<file path="src/verilog/bdf_pkg.sv">
/*
  Shared constants and carrier types for the backlight dimming and fault control block.
  Assumes a single 100 MHz system clock and resistor straps decoded to small indices elsewhere.
*/
`default_nettype none
package bdf_pkg;
  // ----------------------------------------------------------------
  // Sizes
  // ----------------------------------------------------------------
  localparam int NUM_CH = 6;
  localparam int SCALE_W = 12;
  localparam int BRIGHT_W = 16;
  localparam int NUM_FAULT = 12;
  // ----------------------------------------------------------------
  // Timing
  // ----------------------------------------------------------------
  localparam int CLK_MHZ = 100;
  localparam int SYNC_DETECT_US = 20;
  localparam int SYNC_DETECT_CYC = SYNC_DETECT_US * CLK_MHZ;
  localparam logic [3:0] SYNC_MIN_EDGES = 4'h4;
  // ----------------------------------------------------------------
  // Reset values
  // ----------------------------------------------------------------
  localparam logic [11:0] SCALE_RST = 12'hfff;
  localparam logic [15:0] BRIGHT_RST = 16'h0000;
  // ----------------------------------------------------------------
  // Fault bit positions
  // ----------------------------------------------------------------
  localparam int F_OPEN = 0;
  localparam int F_SHORT = 1;
  localparam int F_GND = 2;
  localparam int F_RES = 3;
  localparam int F_BOCP = 4;
  localparam int F_BOVP = 5;
  localparam int F_VDD_UV = 6;
  localparam int F_VIN_OV = 7;
  localparam int F_VIN_UV = 8;
  localparam int F_VIN_OC = 9;
  localparam int F_TSD = 10;
  localparam int F_PUMP = 11;
  // ----------------------------------------------------------------
  // Boost frequency table in kHz, indexed by decoded config
  // ----------------------------------------------------------------
  localparam logic [11:0] BST_KHZ_0 = 12'h190;
  localparam logic [11:0] BST_KHZ_1 = 12'h0c8;
  localparam logic [11:0] BST_KHZ_2 = 12'h12f;
  localparam logic [11:0] BST_KHZ_3 = 12'h064;
  localparam logic [11:0] BST_KHZ_4 = 12'h1f4;
  localparam logic [11:0] BST_KHZ_5 = 12'h71a;
  localparam logic [11:0] BST_KHZ_6 = 12'h7d0;
  localparam logic [11:0] BST_KHZ_7 = 12'h8ae;
  // ----------------------------------------------------------------
  // Types
  // ----------------------------------------------------------------
  typedef enum logic [2:0] {
    CLK_INTERNAL = 3'b001,
    CLK_EXTERNAL = 3'b010,
    CLK_SPREAD = 3'b100
  } bdf_clk_src_t;

  typedef struct packed {
    logic [NUM_CH-1:0] open_str;
    logic [NUM_CH-1:0] short_led;
    logic [NUM_CH-1:0] short_gnd;
    logic res_range;
    logic boost_ocp;
    logic boost_ovp;
    logic vdd_uv;
    logic vin_ov;
    logic vin_uv;
    logic vin_oc;
    logic over_temp;
    logic pump_fault;
  } bdf_fault_in_t;

  typedef struct packed {
    logic wr;
    logic sel_serial;
    logic [BRIGHT_W-1:0] brightness;
    logic [2:0] ch;
    logic [SCALE_W-1:0] scale;
    logic pump_fault_irq_enable;
    logic [NUM_FAULT-1:0] clear_mask;
  } bdf_host_wr_t;
endpackage : bdf_pkg
`default_nettype wire

</file>
<file path="src/verilog/bdf_ctrl.sv">
/*
  Backlight dimming and fault control core: brightness source, phased dimming, current scale,
  fault latching with open-drain interrupt, pump status, boost clock source and frequency.
  Assumes straps and analog comparators arrive already decoded and synchronous to sys_clk.
*/
// What this block does
// - Brightness follows PWM input duty by default, or a host-written value.
// - Latched faults clear by host write or on enable falling edge.
// - Each channel has a 12-bit host-written current scale.
// - Active channel pulses are spaced evenly, a period divided by string count.
// - Phase mode follows the decoded string count automatically.
// - Channels beyond string count are off, unmonitored, and raise no LED faults.
// - Faults drive an open-drain interrupt output.
// - At start-up, use external sync clock if present, else internal clock.
// - Static high sync input enables spread spectrum; static low disables it.
// - With enable low, host interface and fault detection are inactive.
// - Everything except PWM duty measurement runs while enable is high and stops when it drops.
// - With pump enabled, report whether a flying capacitor was detected.
// - Pump faults set a status flag and, if unmasked, the interrupt.
// - Pump interrupt enable gates pump faults onto the interrupt.
// - Pump is enabled only when its supply pins are not tied to supply.
// - Boost frequency comes from a fixed table chosen by decoded config.
// - Each fault kind is detected and latched as a separate flag.
// - Power-line switch is off when disabled or on a fault.
// - Host can read back faults and control brightness of all channels.
`timescale 1ns/10ps
`default_nettype none
module bdf_ctrl #(
  parameter int NUM_CH = bdf_pkg::NUM_CH,
  parameter int BRIGHT_W = bdf_pkg::BRIGHT_W,
  parameter int SYNC_DETECT_CYC = bdf_pkg::SYNC_DETECT_CYC
) (
  input wire logic sys_clk,
  input wire logic rst_b,
  input wire logic enable_in,
  input wire logic pwm_in,
  input wire logic boost_clock_sync_in,
  input wire logic [2:0] string_count_cfg,
  input wire logic [2:0] boost_freq_cfg,
  input wire logic [BRIGHT_W-1:0] dim_freq_cfg,
  input wire logic pump_supply_pin,
  input wire logic pump_cap_sense,
  input wire bdf_pkg::bdf_host_wr_t host_wr,
  input wire bdf_pkg::bdf_fault_in_t fault_in,
  output logic [NUM_CH-1:0] led_channel_out,
  output logic [NUM_CH-1:0] channel_active,
  output logic [NUM_CH*bdf_pkg::SCALE_W-1:0] channel_current_scale,
  output logic [BRIGHT_W-1:0] brightness_r,
  output logic [bdf_pkg::NUM_FAULT-1:0] fault_flags_r,
  output logic [3*NUM_CH-1:0] led_fault_ch_r,
  output logic pump_fault_flag,
  output logic pump_cap_detected,
  output logic pump_enable,
  output logic pump_fault_irq_enable,
  output logic fault_irq_out,
  output logic fault_irq_oe_b,
  output logic host_if_active,
  output logic power_switch_on,
  output bdf_pkg::bdf_clk_src_t boost_clk_src_r,
  output logic [11:0] boost_freq_khz
);
  // ----------------------------------------------------------------
  // Enable tracking
  // ----------------------------------------------------------------
  logic en_d_r;
  logic en_fall;
  assign en_fall = en_d_r && !enable_in;
  assign host_if_active = enable_in;

  always_ff @(posedge sys_clk or negedge rst_b)
  begin
    if (!rst_b)
      en_d_r <= 1'b0;
    else
      en_d_r <= enable_in;
  end

  // ----------------------------------------------------------------
  // Brightness source and current scale
  // ----------------------------------------------------------------
  logic sel_serial_r, sel_serial_nxt;
  logic [BRIGHT_W-1:0] host_bright_r, host_bright_nxt;
  logic [BRIGHT_W-1:0] brightness_nxt;
  logic [BRIGHT_W-1:0] period_cnt_r, period_cnt_nxt;
  logic [BRIGHT_W-1:0] pwm_high_r, pwm_high_nxt;
  logic [BRIGHT_W-1:0] pwm_cyc_r, pwm_cyc_nxt;
  logic pwm_d_r;
  logic [NUM_CH*bdf_pkg::SCALE_W-1:0] scale_r, scale_nxt;
  logic pump_irq_en_r, pump_irq_en_nxt;
  logic wr_ok;
  assign wr_ok = host_wr.wr && enable_in;

  // Measure input duty over each PWM period, rescaled to the dimming period
  always_comb
  begin
    sel_serial_nxt = sel_serial_r;
    host_bright_nxt = host_bright_r;
    scale_nxt = scale_r;
    pump_irq_en_nxt = pump_irq_en_r;
    pwm_high_nxt = pwm_high_r;
    pwm_cyc_nxt = pwm_cyc_r;
    brightness_nxt = brightness_r;
    period_cnt_nxt = (period_cnt_r >= dim_freq_cfg) ? '0 : BRIGHT_W'(period_cnt_r + 1'b1);
    if (wr_ok)
    begin
      sel_serial_nxt = host_wr.sel_serial;
      host_bright_nxt = host_wr.brightness;
      pump_irq_en_nxt = host_wr.pump_fault_irq_enable;
      if (int'(host_wr.ch) < NUM_CH)
        scale_nxt[host_wr.ch*bdf_pkg::SCALE_W +: bdf_pkg::SCALE_W] = host_wr.scale;
    end
    if (pwm_in && !pwm_d_r)
    begin
      // Rising edge closes a PWM period: high/total scaled to dimming period
      if (pwm_cyc_r != '0)
        brightness_nxt = BRIGHT_W'((32'(pwm_high_r) * 32'(dim_freq_cfg)) / 32'(pwm_cyc_r));
      // The rising sample is itself a high clock of the new period
      pwm_high_nxt = BRIGHT_W'(1);
      pwm_cyc_nxt = BRIGHT_W'(1);
    end
    else
    begin
      if (pwm_cyc_r != '1)
        pwm_cyc_nxt = BRIGHT_W'(pwm_cyc_r + 1'b1);
      if (pwm_in && pwm_high_r != '1)
        pwm_high_nxt = BRIGHT_W'(pwm_high_r + 1'b1);
    end
    if (sel_serial_r)
      brightness_nxt = host_bright_r;
    if (!enable_in)
      period_cnt_nxt = '0;
  end

  always_ff @(posedge sys_clk or negedge rst_b)
  begin
    if (!rst_b)
    begin
      sel_serial_r <= 1'b0;
      host_bright_r <= bdf_pkg::BRIGHT_RST;
      scale_r <= {NUM_CH{bdf_pkg::SCALE_RST}};
      pump_irq_en_r <= 1'b1;
      pwm_high_r <= '0;
      pwm_cyc_r <= '0;
      pwm_d_r <= 1'b0;
      brightness_r <= bdf_pkg::BRIGHT_RST;
      period_cnt_r <= '0;
    end
    else
    begin
      sel_serial_r <= sel_serial_nxt;
      host_bright_r <= host_bright_nxt;
      scale_r <= scale_nxt;
      pump_irq_en_r <= pump_irq_en_nxt;
      pwm_high_r <= pwm_high_nxt;
      pwm_cyc_r <= pwm_cyc_nxt;
      pwm_d_r <= pwm_in;
      brightness_r <= brightness_nxt;
      period_cnt_r <= period_cnt_nxt;
    end
  end

  assign channel_current_scale = scale_r;
  assign pump_fault_irq_enable = pump_irq_en_r;

  // ----------------------------------------------------------------
  // Phase-shifted dimming channels
  // ----------------------------------------------------------------
  logic [2:0] n_str;
  logic [BRIGHT_W-1:0] phase_step;
  assign n_str = (string_count_cfg == 3'h0) ? 3'h1 :
                 ((int'(string_count_cfg) > NUM_CH) ? 3'(NUM_CH) : string_count_cfg);
  assign phase_step = BRIGHT_W'((32'(dim_freq_cfg) + 32'd1) / 32'(n_str));

  genvar gi;
  generate
    for (gi = 0; gi < NUM_CH; gi++)
    begin : g_ch
      assign channel_active[gi] = (gi < n_str);
      bdf_phase_dimmer #(.W(BRIGHT_W)) u_dim (
        .sys_clk(sys_clk),
        .rst_b(rst_b),
        .run(enable_in && channel_active[gi]),
        .count(period_cnt_r),
        .offset(BRIGHT_W'(32'(phase_step) * gi)),
        .duty(brightness_r),
        .pulse_r(led_channel_out[gi])
      );
    end
  endgenerate

  // ----------------------------------------------------------------
  // Fault latching
  // ----------------------------------------------------------------
  logic [bdf_pkg::NUM_FAULT-1:0] raw_f;
  logic [bdf_pkg::NUM_FAULT-1:0] flags_nxt;
  logic [3*NUM_CH-1:0] led_ch_nxt;
  logic [3*NUM_CH-1:0] led_raw;
  logic [NUM_CH-1:0] act;
  assign act = channel_active;
  assign led_raw = {fault_in.short_gnd & act, fault_in.short_led & act, fault_in.open_str & act};

  // Gather distinct fault sources; all gated off while disabled
  always_comb
  begin
    raw_f = '0;
    raw_f[bdf_pkg::F_OPEN] = |(fault_in.open_str & act);
    raw_f[bdf_pkg::F_SHORT] = |(fault_in.short_led & act);
    raw_f[bdf_pkg::F_GND] = |(fault_in.short_gnd & act);
    raw_f[bdf_pkg::F_RES] = fault_in.res_range;
    raw_f[bdf_pkg::F_BOCP] = fault_in.boost_ocp;
    raw_f[bdf_pkg::F_BOVP] = fault_in.boost_ovp;
    raw_f[bdf_pkg::F_VDD_UV] = fault_in.vdd_uv;
    raw_f[bdf_pkg::F_VIN_OV] = fault_in.vin_ov;
    raw_f[bdf_pkg::F_VIN_UV] = fault_in.vin_uv;
    raw_f[bdf_pkg::F_VIN_OC] = fault_in.vin_oc;
    raw_f[bdf_pkg::F_TSD] = fault_in.over_temp;
    raw_f[bdf_pkg::F_PUMP] = fault_in.pump_fault && pump_enable;
    if (!enable_in)
      raw_f = '0;
    flags_nxt = fault_flags_r;
    led_ch_nxt = led_fault_ch_r;
    if (wr_ok)
      flags_nxt = flags_nxt & ~host_wr.clear_mask;
    if (wr_ok && host_wr.clear_mask[bdf_pkg::F_OPEN])
      led_ch_nxt[NUM_CH-1:0] = '0;
    if (wr_ok && host_wr.clear_mask[bdf_pkg::F_SHORT])
      led_ch_nxt[2*NUM_CH-1:NUM_CH] = '0;
    if (wr_ok && host_wr.clear_mask[bdf_pkg::F_GND])
      led_ch_nxt[3*NUM_CH-1:2*NUM_CH] = '0;
    if (en_fall)
    begin
      flags_nxt = '0;
      led_ch_nxt = '0;
    end
    flags_nxt = flags_nxt | raw_f;
    led_ch_nxt = led_ch_nxt | (enable_in ? led_raw : '0);
  end

  always_ff @(posedge sys_clk or negedge rst_b)
  begin
    if (!rst_b)
    begin
      fault_flags_r <= '0;
      led_fault_ch_r <= '0;
    end
    else
    begin
      fault_flags_r <= flags_nxt;
      led_fault_ch_r <= led_ch_nxt;
    end
  end

  // Unmasked flags hold the open-drain line low
  logic irq_any;
  assign irq_any = |(fault_flags_r & ~({{(bdf_pkg::NUM_FAULT-1){1'b0}}, !pump_irq_en_r} << bdf_pkg::F_PUMP));
  assign fault_irq_out = 1'b0;
  assign fault_irq_oe_b = !irq_any;
  assign pump_fault_flag = fault_flags_r[bdf_pkg::F_PUMP];
  assign power_switch_on = enable_in && (fault_flags_r == '0);

  // ----------------------------------------------------------------
  // Charge pump detection
  // ----------------------------------------------------------------
  assign pump_enable = enable_in && !pump_supply_pin;
  assign pump_cap_detected = pump_enable && pump_cap_sense;

  // ----------------------------------------------------------------
  // Boost clock source detection
  // ----------------------------------------------------------------
  logic [31:0] det_cnt_r, det_cnt_nxt;
  logic [3:0] edge_cnt_r, edge_cnt_nxt;
  logic sync_d_r;
  logic det_done_r, det_done_nxt;
  bdf_pkg::bdf_clk_src_t src_nxt;

  // Count sync edges for a window after enable, then lock the choice
  always_comb
  begin
    det_cnt_nxt = det_cnt_r;
    edge_cnt_nxt = edge_cnt_r;
    det_done_nxt = det_done_r;
    src_nxt = boost_clk_src_r;
    if (!enable_in)
    begin
      det_cnt_nxt = '0;
      edge_cnt_nxt = '0;
      det_done_nxt = 1'b0;
      src_nxt = bdf_pkg::CLK_INTERNAL;
    end
    else if (!det_done_r)
    begin
      if (boost_clock_sync_in != sync_d_r && edge_cnt_r != 4'hf)
        edge_cnt_nxt = 4'(edge_cnt_r + 1'b1);
      det_cnt_nxt = 32'(det_cnt_r + 1);
      if (det_cnt_r >= 32'(SYNC_DETECT_CYC - 1))
      begin
        det_done_nxt = 1'b1;
        if (edge_cnt_r >= bdf_pkg::SYNC_MIN_EDGES)
          src_nxt = bdf_pkg::CLK_EXTERNAL;
        else if (boost_clock_sync_in)
          src_nxt = bdf_pkg::CLK_SPREAD;
        else
          src_nxt = bdf_pkg::CLK_INTERNAL;
      end
    end
  end

  always_ff @(posedge sys_clk or negedge rst_b)
  begin
    if (!rst_b)
    begin
      det_cnt_r <= '0;
      edge_cnt_r <= '0;
      sync_d_r <= 1'b0;
      det_done_r <= 1'b0;
      boost_clk_src_r <= bdf_pkg::CLK_INTERNAL;
    end
    else
    begin
      det_cnt_r <= det_cnt_nxt;
      edge_cnt_r <= edge_cnt_nxt;
      sync_d_r <= boost_clock_sync_in;
      det_done_r <= det_done_nxt;
      boost_clk_src_r <= src_nxt;
    end
  end

  // ----------------------------------------------------------------
  // Boost frequency table
  // ----------------------------------------------------------------
  always_comb
  begin
    case (boost_freq_cfg)
      3'h0: boost_freq_khz = bdf_pkg::BST_KHZ_0;
      3'h1: boost_freq_khz = bdf_pkg::BST_KHZ_1;
      3'h2: boost_freq_khz = bdf_pkg::BST_KHZ_2;
      3'h3: boost_freq_khz = bdf_pkg::BST_KHZ_3;
      3'h4: boost_freq_khz = bdf_pkg::BST_KHZ_4;
      3'h5: boost_freq_khz = bdf_pkg::BST_KHZ_5;
      3'h6: boost_freq_khz = bdf_pkg::BST_KHZ_6;
      default: boost_freq_khz = bdf_pkg::BST_KHZ_7;
    endcase
  end
endmodule : bdf_ctrl
`default_nettype wire

</file>
<file path="src/verilog/bdf_phase_dimmer.sv">
/*
  One dimming channel: a counter wrap offset by a phase, compared against a duty.
  Assumes the period counter is shared and run by the parent.
*/
`timescale 1ns/10ps
`default_nettype none
module bdf_phase_dimmer #(
  parameter int W = 16
) (
  input wire logic sys_clk,
  input wire logic rst_b,
  input wire logic run,
  input wire logic [W-1:0] count,
  input wire logic [W-1:0] offset,
  input wire logic [W-1:0] duty,
  output logic pulse_r
);
  logic [W-1:0] local_cnt;
  logic pulse_nxt;

  // ----------------------------------------------------------------
  // Shifted compare
  // ----------------------------------------------------------------
  // Shift the shared count by this channel's phase offset
  always_comb
  begin
    local_cnt = W'(count - offset);
    pulse_nxt = run && (local_cnt < duty);
  end

  always_ff @(posedge sys_clk or negedge rst_b)
  begin
    if (!rst_b)
      pulse_r <= 1'b0;
    else
      pulse_r <= pulse_nxt;
  end
endmodule : bdf_phase_dimmer
`default_nettype wire

</file>
<file path="config.mk">
export PLATFORM = sky130hd
export DESIGN_NAME = bdf_ctrl
export DESIGN_NICKNAME = d
export VERILOG_FILES = /design/src/verilog/bdf_pkg.sv /design/src/verilog/bdf_ctrl.sv /design/src/verilog/bdf_phase_dimmer.sv
export SDC_FILE = /design/constraint.sdc
export NUM_CORES = 2
export LEC_CHECK = 0
export ABC_AREA = 1
export CAP_MARGIN = 15
export CORE_ASPECT_RATIO = 0.7
export CORE_MARGIN = 2
export CORE_UTILIZATION = 38
export CTS_CLUSTER_DIAMETER = 40
export DETAILED_ROUTE_END_ITERATION = 8
export DONT_BUFFER_PORTS = 1
export GPL_TIMING_DRIVEN = 0
export HOLD_SLACK_MARGIN = 0.03
export PLACE_DENSITY = 0.62
export SLEW_MARGIN = 10
export SYNTH_ARGS = -nofsm -noshare
export SYNTH_HDL_FRONTEND = slang
export SYNTH_HIERARCHICAL = 1
export SYNTH_SLANG_ARGS = --single-unit
export TNS_END_PERCENT = 1
</file>
<file path="constraint.sdc">
create_clock -name sys_clk -period 105.1 [get_ports sys_clk]
set_input_delay 31.53 -clock sys_clk [delete_from_list [all_inputs] [get_ports sys_clk]]
set_output_delay 31.53 -clock sys_clk [all_outputs]
set_load 0.05 [all_outputs]
</file>
# Yosys cells after proc, flatten, opt, wreduce, memory -nomap -nowiden
# Index checks and enable logic that the tools add are counted.
dict set report totals {
  memories 0
  latch_bits 0
  reg_bits 233
  mem_bits_ro 0
  mem_bits_rw 0
  input_bits 102
  wordCells 161
}
dict set report classes {
  addsub 12
  n_reduce_logical 45
  n_lt_le_gt_ge 17
  multipliers 4
  n_shift 2
  n_mux 34
  eq_ne 13
  div 2
  n_bitwise 9
}
# operator n
set ops {}
lappend ops {{16-bit two-way mux} 9}
lappend ops {{16-bit less-than comparator} 6}
lappend ops {{12-bit case mux with 7 select lines} 1}
lappend ops {{16-bit subtractor} 5}
lappend ops {{72-bit bitwise mux} 1}
lappend ops {{12-bit by 34-bit variable shift with 72-bit output, first input constant} 1}
lappend ops {{12-bit by 34-bit indexed part select with 72-bit output} 1}
lappend ops {{32-bit two-way mux} 2}
lappend ops {{16-bit by 1-bit adder with 16-bit output, second input constant} 3}
lappend ops {{12-bit two-way mux} 3}
lappend ops {{18-bit two-way mux} 2}
lappend ops {{7-bit negator with 34-bit output} 1}
lappend ops {{32-bit by 1-bit adder with 32-bit output, second input constant} 1}
lappend ops {{32-bit by 16-bit divider with 32-bit output} 1}
lappend ops {{32-bit by 3-bit divider with 32-bit output} 1}
lappend ops {{32-bit by 11-bit greater-or-equal comparator with 1-bit output, second input constant} 1}
lappend ops {{16-bit by 16-bit multiplier with 32-bit output} 1}
lappend ops {{16-bit != test, second input constant} 2}
lappend ops {{12-bit bitwise AND} 2}
lappend ops {{1-bit logical AND} 24}
lappend ops {{12-bit NOT} 2}
lappend ops {{3-bit two-way mux} 7}
lappend ops {{6-bit bitwise AND} 3}
lappend ops {{6-bit two-way mux} 3}
lappend ops {{other kinds (31)} 55}

# Longest topological paths before layout
dict set report logic_depth {
  word_depth 8
  ltp_mapped 727
  depth_no_buf 681
}

# Modules after synthesis
# Netlist, hierarchy kept.
# mod area_each_um2 seq_area_each_um2 cells_each n_inst
set by_module_without_submodules {}
lappend by_module_without_submodules {bdf_ctrl 67454.7 5773.0 10643 1}
lappend by_module_without_submodules {{bdf_phase_dimmer at g_ch[0].u_dim ...} 1385.1 25.0 253 5}
lappend by_module_without_submodules {{bdf_phase_dimmer at g_ch[5].u_dim} 1412.6 25.0 263 1}

# Worst setup path after synthesis
# OpenSTA, ideal clock, no wires.
dict set report synth_path {
  path_type {input port to flip-flop}
  start {input dim_freq_cfg[3]}
  end {register brightness_r[0]}
  path_stages 699
  arrival_time_ns 130.068
  t_required_ns 104.982
  path_slack_ns -25.087
  cell_sequence {clkbuf_1 clkbuf_1 nand2_1 fa_1 inv_1 fa_1 inv_1 fa_1 inv_1 fa_1 fa_1 inv_1 fa_1 inv_1 ha_1 a21oi_1 o21ai_0 o21bai_1 [... 663 more ...] o21ai_0 nand2_1 a21oi_1 o21bai_1 a21oi_1 o21bai_1 a21oi_1 o21ai_0 nand4_1 nand4_1 a21oi_1 nand2_1 nor2_1 nand2_1 nor2_1 nand3_1 nand2_1 nand2_1}
}
dict set report synth_between {
  elab_chain_len 5
}
# item line_no
set synth_rtl {}
lappend synth_rtl {{start, declared} bdf_ctrl.sv:40} ;# input wire logic [BRIGHT_W-1:0] dim_freq_cfg,
lappend synth_rtl {{16-bit by 16-bit multiplier with 32-bit output} bdf_ctrl.sv:116} ;# brightness_nxt = BRIGHT_W'((32'(pwm_high_r) * 32'(dim_freq_cfg)) / 32'(pwm_cyc_r));
lappend synth_rtl {{32-bit by 16-bit divider with 32-bit output} bdf_ctrl.sv:116}
lappend synth_rtl {{16-bit two-way mux} bdf_ctrl.sv:115} ;# if (pwm_cyc_r != '0)
lappend synth_rtl {{16-bit two-way mux} bdf_ctrl.sv:112} ;# if (pwm_in && !pwm_d_r)
lappend synth_rtl {{16-bit two-way mux} bdf_ctrl.sv:128} ;# if (sel_serial_r)
lappend synth_rtl {{end signal, assigned} bdf_ctrl.sv:145} ;# brightness_r <= bdf_pkg::BRIGHT_RST;
lappend synth_rtl {{end signal, assigned} bdf_ctrl.sv:157} ;# brightness_r <= brightness_nxt;
lappend synth_rtl {{end, declared} bdf_ctrl.sv:48} ;# output logic [BRIGHT_W-1:0] brightness_r,
# Every way passes these cells. The select of a mux whose other input is x is not followed.
# A chain may end at the register's enable or synchronous reset.

==> run_summary.xml <==
<?xml version="1.0" encoding="UTF-8"?>
<metrics>
  <group name="worst_setup_path">
    <metric name="criticalPathCategory" unit="">in2reg</metric>
    <metric name="slowest_stage_cell_on_the_critical_path" unit="">sky130_fd_sc_hd__fa_2</metric>
    <metric name="critPathLaunchType" unit="">primary input</metric>
    <metric name="critPathMostFrequentCell" unit="">sky130_fd_sc_hd__a21oi_2</metric>
    <metric name="timing.critical_path.slowest_cell_delay" unit="ps">570</metric>
    <metric name="cp_data_required_time" unit="ps">105580</metric>
    <metric name="critical_path.startpoint" unit="">dim_freq_cfg[1]</metric>
    <metric name="endpoint_kind" unit="">flop</metric>
    <metric name="cp_data_arrival_time" unit="ps">123530</metric>
    <metric name="critical_path.max_fanout" unit="">8</metric>
    <metric name="regToRegStartpoint" unit="">pwm_high_r[5]</metric>
  </group>
  <group name="clock_network">
    <metric name="clkSinkCount" unit="">233</metric>
    <metric name="cts_inserted_buffers" unit="">37</metric>
    <metric name="htree_num_levels" unit="">2</metric>
    <metric name="ctsLongestPathBuffers" unit="">3</metric>
    <metric name="clock-root-buffer" unit="">sky130_fd_sc_hd__clkbuf_16</metric>
    <metric name="cts-hold-fix-buffers" unit="">0</metric>
    <metric name="tritoncts_clock_tree" unit="">yes</metric>
    <metric name="clkTransAtPathRegs" unit="ps">60</metric>
    <metric name="clock_latency_reported_for_the_late_side_of_the_worst_skew_pair" unit="ps">600</metric>
  </group>
  <group name="timing">
    <metric name="maxSlewViolCount" unit="">0</metric>
    <metric name="timing.clock.skew" unit="ps">38.7</metric>
    <metric name="minimum_clock_period" unit="ps">123040</metric>
    <metric name="timing.final.hold_violations" unit="">0</metric>
    <metric name="final_min_period_over_clock_period" unit="%">117</metric>
    <metric name="rsz0062_at_grt" unit="">true</metric>
    <metric name="report.final.setup_viol" unit="">6</metric>
    <metric name="timing_worst_slew_pin_value" unit="ps">1260</metric>
    <metric name="fin_ws" unit="ps">-17940</metric>
    <metric name="maxSlewHeadroom" unit="%">15.5</metric>
    <metric name="timing.fmax" unit="GHz">0.00813</metric>
  </group>
  <group name="yosys">
    <metric name="synth.top_cell.area_share" unit="%">15.3</metric>
    <metric name="total_standard_cell_area_after_synthesis" unit="µm²">75800</metric>
    <metric name="postSynth.asyncResetShare" unit="%">100</metric>
    <metric name="synth_edf_count" unit="">0</metric>
    <metric name="syn-instance-count" unit="">12200</metric>
    <metric name="synth_flop_cell" unit="">sky130_fd_sc_hd__dfrtp_1</metric>
    <metric name="synth.top_cells.by_area" unit="">sky130_fd_sc_hd__nand2_1, sky130_fd_sc_hd__ha_1, sky130_fd_sc_hd__inv_1</metric>
    <metric name="synthDominantAreaCellType" unit="">sky130_fd_sc_hd__nand2_1</metric>
    <metric name="synth.yosys.seq_area_share" unit="%">7.81</metric>
    <metric name="synth-warning-count" unit="">6</metric>
    <metric name="synth.ff_latch_count" unit="">233</metric>
    <metric name="netlist-cell-type-count" unit="">104</metric>
    <metric name="syn_area_per_cell" unit="µm²">6.23</metric>
  </group>
  <group name="drt">
    <metric name="num_vias" unit="">82400</metric>
    <metric name="avgRoutedWirePerCell" unit="µm">16.6</metric>
    <metric name="avgViaCountPerCell" unit="">5.14</metric>
    <metric name="first_pass_iters" unit="">9</metric>
    <metric name="drt_iter0_drc" unit="">7298</metric>
    <metric name="drt.antenna.violating_nets" unit="">0</metric>
    <metric name="drt-total-wl" unit="mm">266</metric>
    <metric name="drcViolationCount" unit="">6</metric>
  </group>
  <group name="grt">
    <metric name="grtUsageTotal" unit="%">24.0</metric>
    <metric name="grt_pass1_wl" unit="mm">398</metric>
    <metric name="globalRouteMet3Util" unit="%">4.55</metric>
    <metric name="first_global_vias" unit="">73500</metric>
    <metric name="global_route.usage.met2" unit="%">35.1</metric>
    <metric name="grt.busiest_layer" unit="">met1</metric>
    <metric name="overflow" unit="">0</metric>
    <metric name="grt_max_degree" unit="">234</metric>
    <metric name="grt_antenna_before_repair" unit="">11</metric>
    <metric name="grt_use_met1" unit="%">36.2</metric>
  </group>
  <group name="floorplanning">
    <metric name="coreArea" unit="µm²">199000</metric>
    <metric name="num_io_pins" unit="">255</metric>
    <metric name="floorplan.die.height" unit="µm">378</metric>
    <metric name="dieArea" unit="µm²">203000</metric>
    <metric name="x_dimension_of_the_die" unit="µm">538</metric>
    <metric name="placement_rows" unit="">137</metric>
    <metric name="initial_utilization" unit="%">38.2</metric>
  </group>
  <group name="run_status">
    <metric name="run_status" unit="">complete, but fails checks</metric>
    <metric name="violated_checks" unit="">DRC, setup timing</metric>
  </group>
  <group name="cells_and_area">
    <metric name="layout.core_utilization" unit="%">47.1</metric>
    <metric name="sequential_cell_area" unit="µm²">5920</metric>
    <metric name="flow.area_growth_from_synthesis" unit="%">23.4</metric>
    <metric name="layout.filler_cells" unit="">19600</metric>
    <metric name="multi_input_gate_area" unit="µm²">62700</metric>
    <metric name="finish.net_count" unit="">14500</metric>
    <metric name="layout.cells.most_common_list" unit="">sky130_fd_sc_hd__nand2_1, sky130_fd_sc_hd__inv_1, sky130_fd_sc_hd__nor2_1</metric>
    <metric name="layout.cells.most_common" unit="">sky130_fd_sc_hd__nand2_1</metric>
    <metric name="finish.instance_area" unit="µm²">93500</metric>
    <metric name="drive_gt1_share" unit="%">23.3</metric>
    <metric name="finish.cell_count_without_fillers" unit="">16000</metric>
  </group>
  <group name="place">
    <metric name="numPlacedInstances" unit="">14900</metric>
    <metric name="post_dp_cell_area" unit="µm²">80600</metric>
    <metric name="place.port_buffers" unit="">0</metric>
    <metric name="dp_slack" unit="ps">-29420</metric>
    <metric name="detailedPlacementHpwl" unit="mm">195</metric>
    <metric name="final_gp_congestion" unit="">0.981</metric>
  </group>
  <group name="min_path">
    <metric name="hold_path.startpoint" unit="">host_bright_r[12]</metric>
    <metric name="min-delay-path-class" unit="">reg2reg</metric>
  </group>
  <group name="job">
    <metric name="cap_violations" unit="">0</metric>
  </group>
</metrics>
## layer usage
metal / wire length, µm / up-vias
met5: 150 / -
met4: 6200 / 10
met3: 23500 / 490
met2: 108000 / 3008
met1: 128000 / 37700
li1: - / 41200
## state kept, by name, indices dropped and copies added (netlist names), 6 cells and up
| name | cells |
|---|---|
| channel_current_scale | 72 |
| det_cnt_r | 32 |
| led_fault_ch_r | 18 |
| brightness_r | 16 |
| host_bright_r | 16 |
| period_cnt_r | 16 |
| pwm_cyc_r | 16 |
| pwm_high_r | 16 |
| fault_flags_r | 12 |
| g_ch.u_dim/pulse_r | 6 |
## Yosys cell counts, types with 40 or more instances
library cell and n:
sky130_fd_sc_hd__nand2_1 3083, sky130_fd_sc_hd__inv_1 2062, sky130_fd_sc_hd__nor2_1 1104, sky130_fd_sc_hd__ha_1 841, sky130_fd_sc_hd__nand3_1 670, sky130_fd_sc_hd__o21ai_0 569
sky130_fd_sc_hd__a21oi_1 504, sky130_fd_sc_hd__xor2_1 365, sky130_fd_sc_hd__nand4_1 264, sky130_fd_sc_hd__nand2_2 224, sky130_fd_sc_hd__fa_1 203, sky130_fd_sc_hd__xnor2_1 192
sky130_fd_sc_hd__dfrtp_1 159, sky130_fd_sc_hd__nand3_2 157, sky130_fd_sc_hd__clkbuf_1 154, sky130_fd_sc_hd__inv_2 127, sky130_fd_sc_hd__nor3_1 125, sky130_fd_sc_hd__nand2_4 116
sky130_fd_sc_hd__nor2_2 92, sky130_fd_sc_hd__nor2_4 79, sky130_fd_sc_hd__nand3b_1 77, sky130_fd_sc_hd__dfstp_2 74, sky130_fd_sc_hd__o21ai_1 74, sky130_fd_sc_hd__a21o_1 73
sky130_fd_sc_hd__nand3_4 72, sky130_fd_sc_hd__o21bai_1 68, sky130_fd_sc_hd__or2_2 51, sky130_fd_sc_hd__clkinv_1 43, sky130_fd_sc_hd__o21ai_2 40
## through the flow
stage,hold WS [ps],TNS (ps)
finish,484,-64310
detailed placement,469,-134040
CTS,484,-61330
global placement,465,-127340
global route,504,-89280
floorplan,449,-46150
## repair_timing
| action | 4_1_cts | 5_1_grt |
|---|---|---|
| cloned | 0 | 18 |
| pin swaps | 248 | 519 |
| setup buffers | 701 | 365 |
| setup endpoints to repair | 8 | 8 |
| resized for setup | 267 | 652 |
| hold endpoints to repair | 0 | 0 |
## final timing paths
check                                        endpoint  slack (ps)  cells past startpoint
worst max-delay path                  brightness_r[0]      -17940                    705
max in group asynchronous       g_ch[0].u_dim/pulse_r       73900                      0
worst min-delay path                host_bright_r[12]         480                      2
min in group asynchronous           led_fault_ch_r[7]       30660                      0
worst max register to register        brightness_r[0]       11690                    707
worst min register to register      host_bright_r[12]         480                      2
## area by class of cell
type	count	share of cell area (%)
antenna	8	0.0214
multi-input combinational	9452	67.0
clock buffer	47	1.10
sequential	233	6.33
clock inverter	20	0.235
inverter	2285	9.61
buffer	236	2.79
timing repair buffer	1088	9.39
tap	2641	3.53
## cell families after synthesis
| logic type | count (synthesis) | synth area share (%) |
|---|---|---|
| AO/OA/AOI/OAI | 1555 | 12.0 |
| XOR/XNOR | 558 | 6.46 |
| adder cells (fa/ha/maj) | 1044 | 19.2 |
| buffers and inverters | 2522 | 13.8 |
| flip-flops | 233 | 7.81 |
| multiplexers | 12 | 0.168 |
| other | 2 | 0.00991 |
| AND/OR/NAND/NOR | 6245 | 40.5 |
## worst max-delay path: cells and delay by family
family	cells	cell delay [ps]
compound gates	266	40840
simple gates	181	17860
fa+ha+maj	38	11320
mux	1	320
xor+xnor	3	500
buf+inv	216	20790
Power is not shown: default switching activity piles up to over one toggle a cycle in this logic, so the estimate is an artifact.
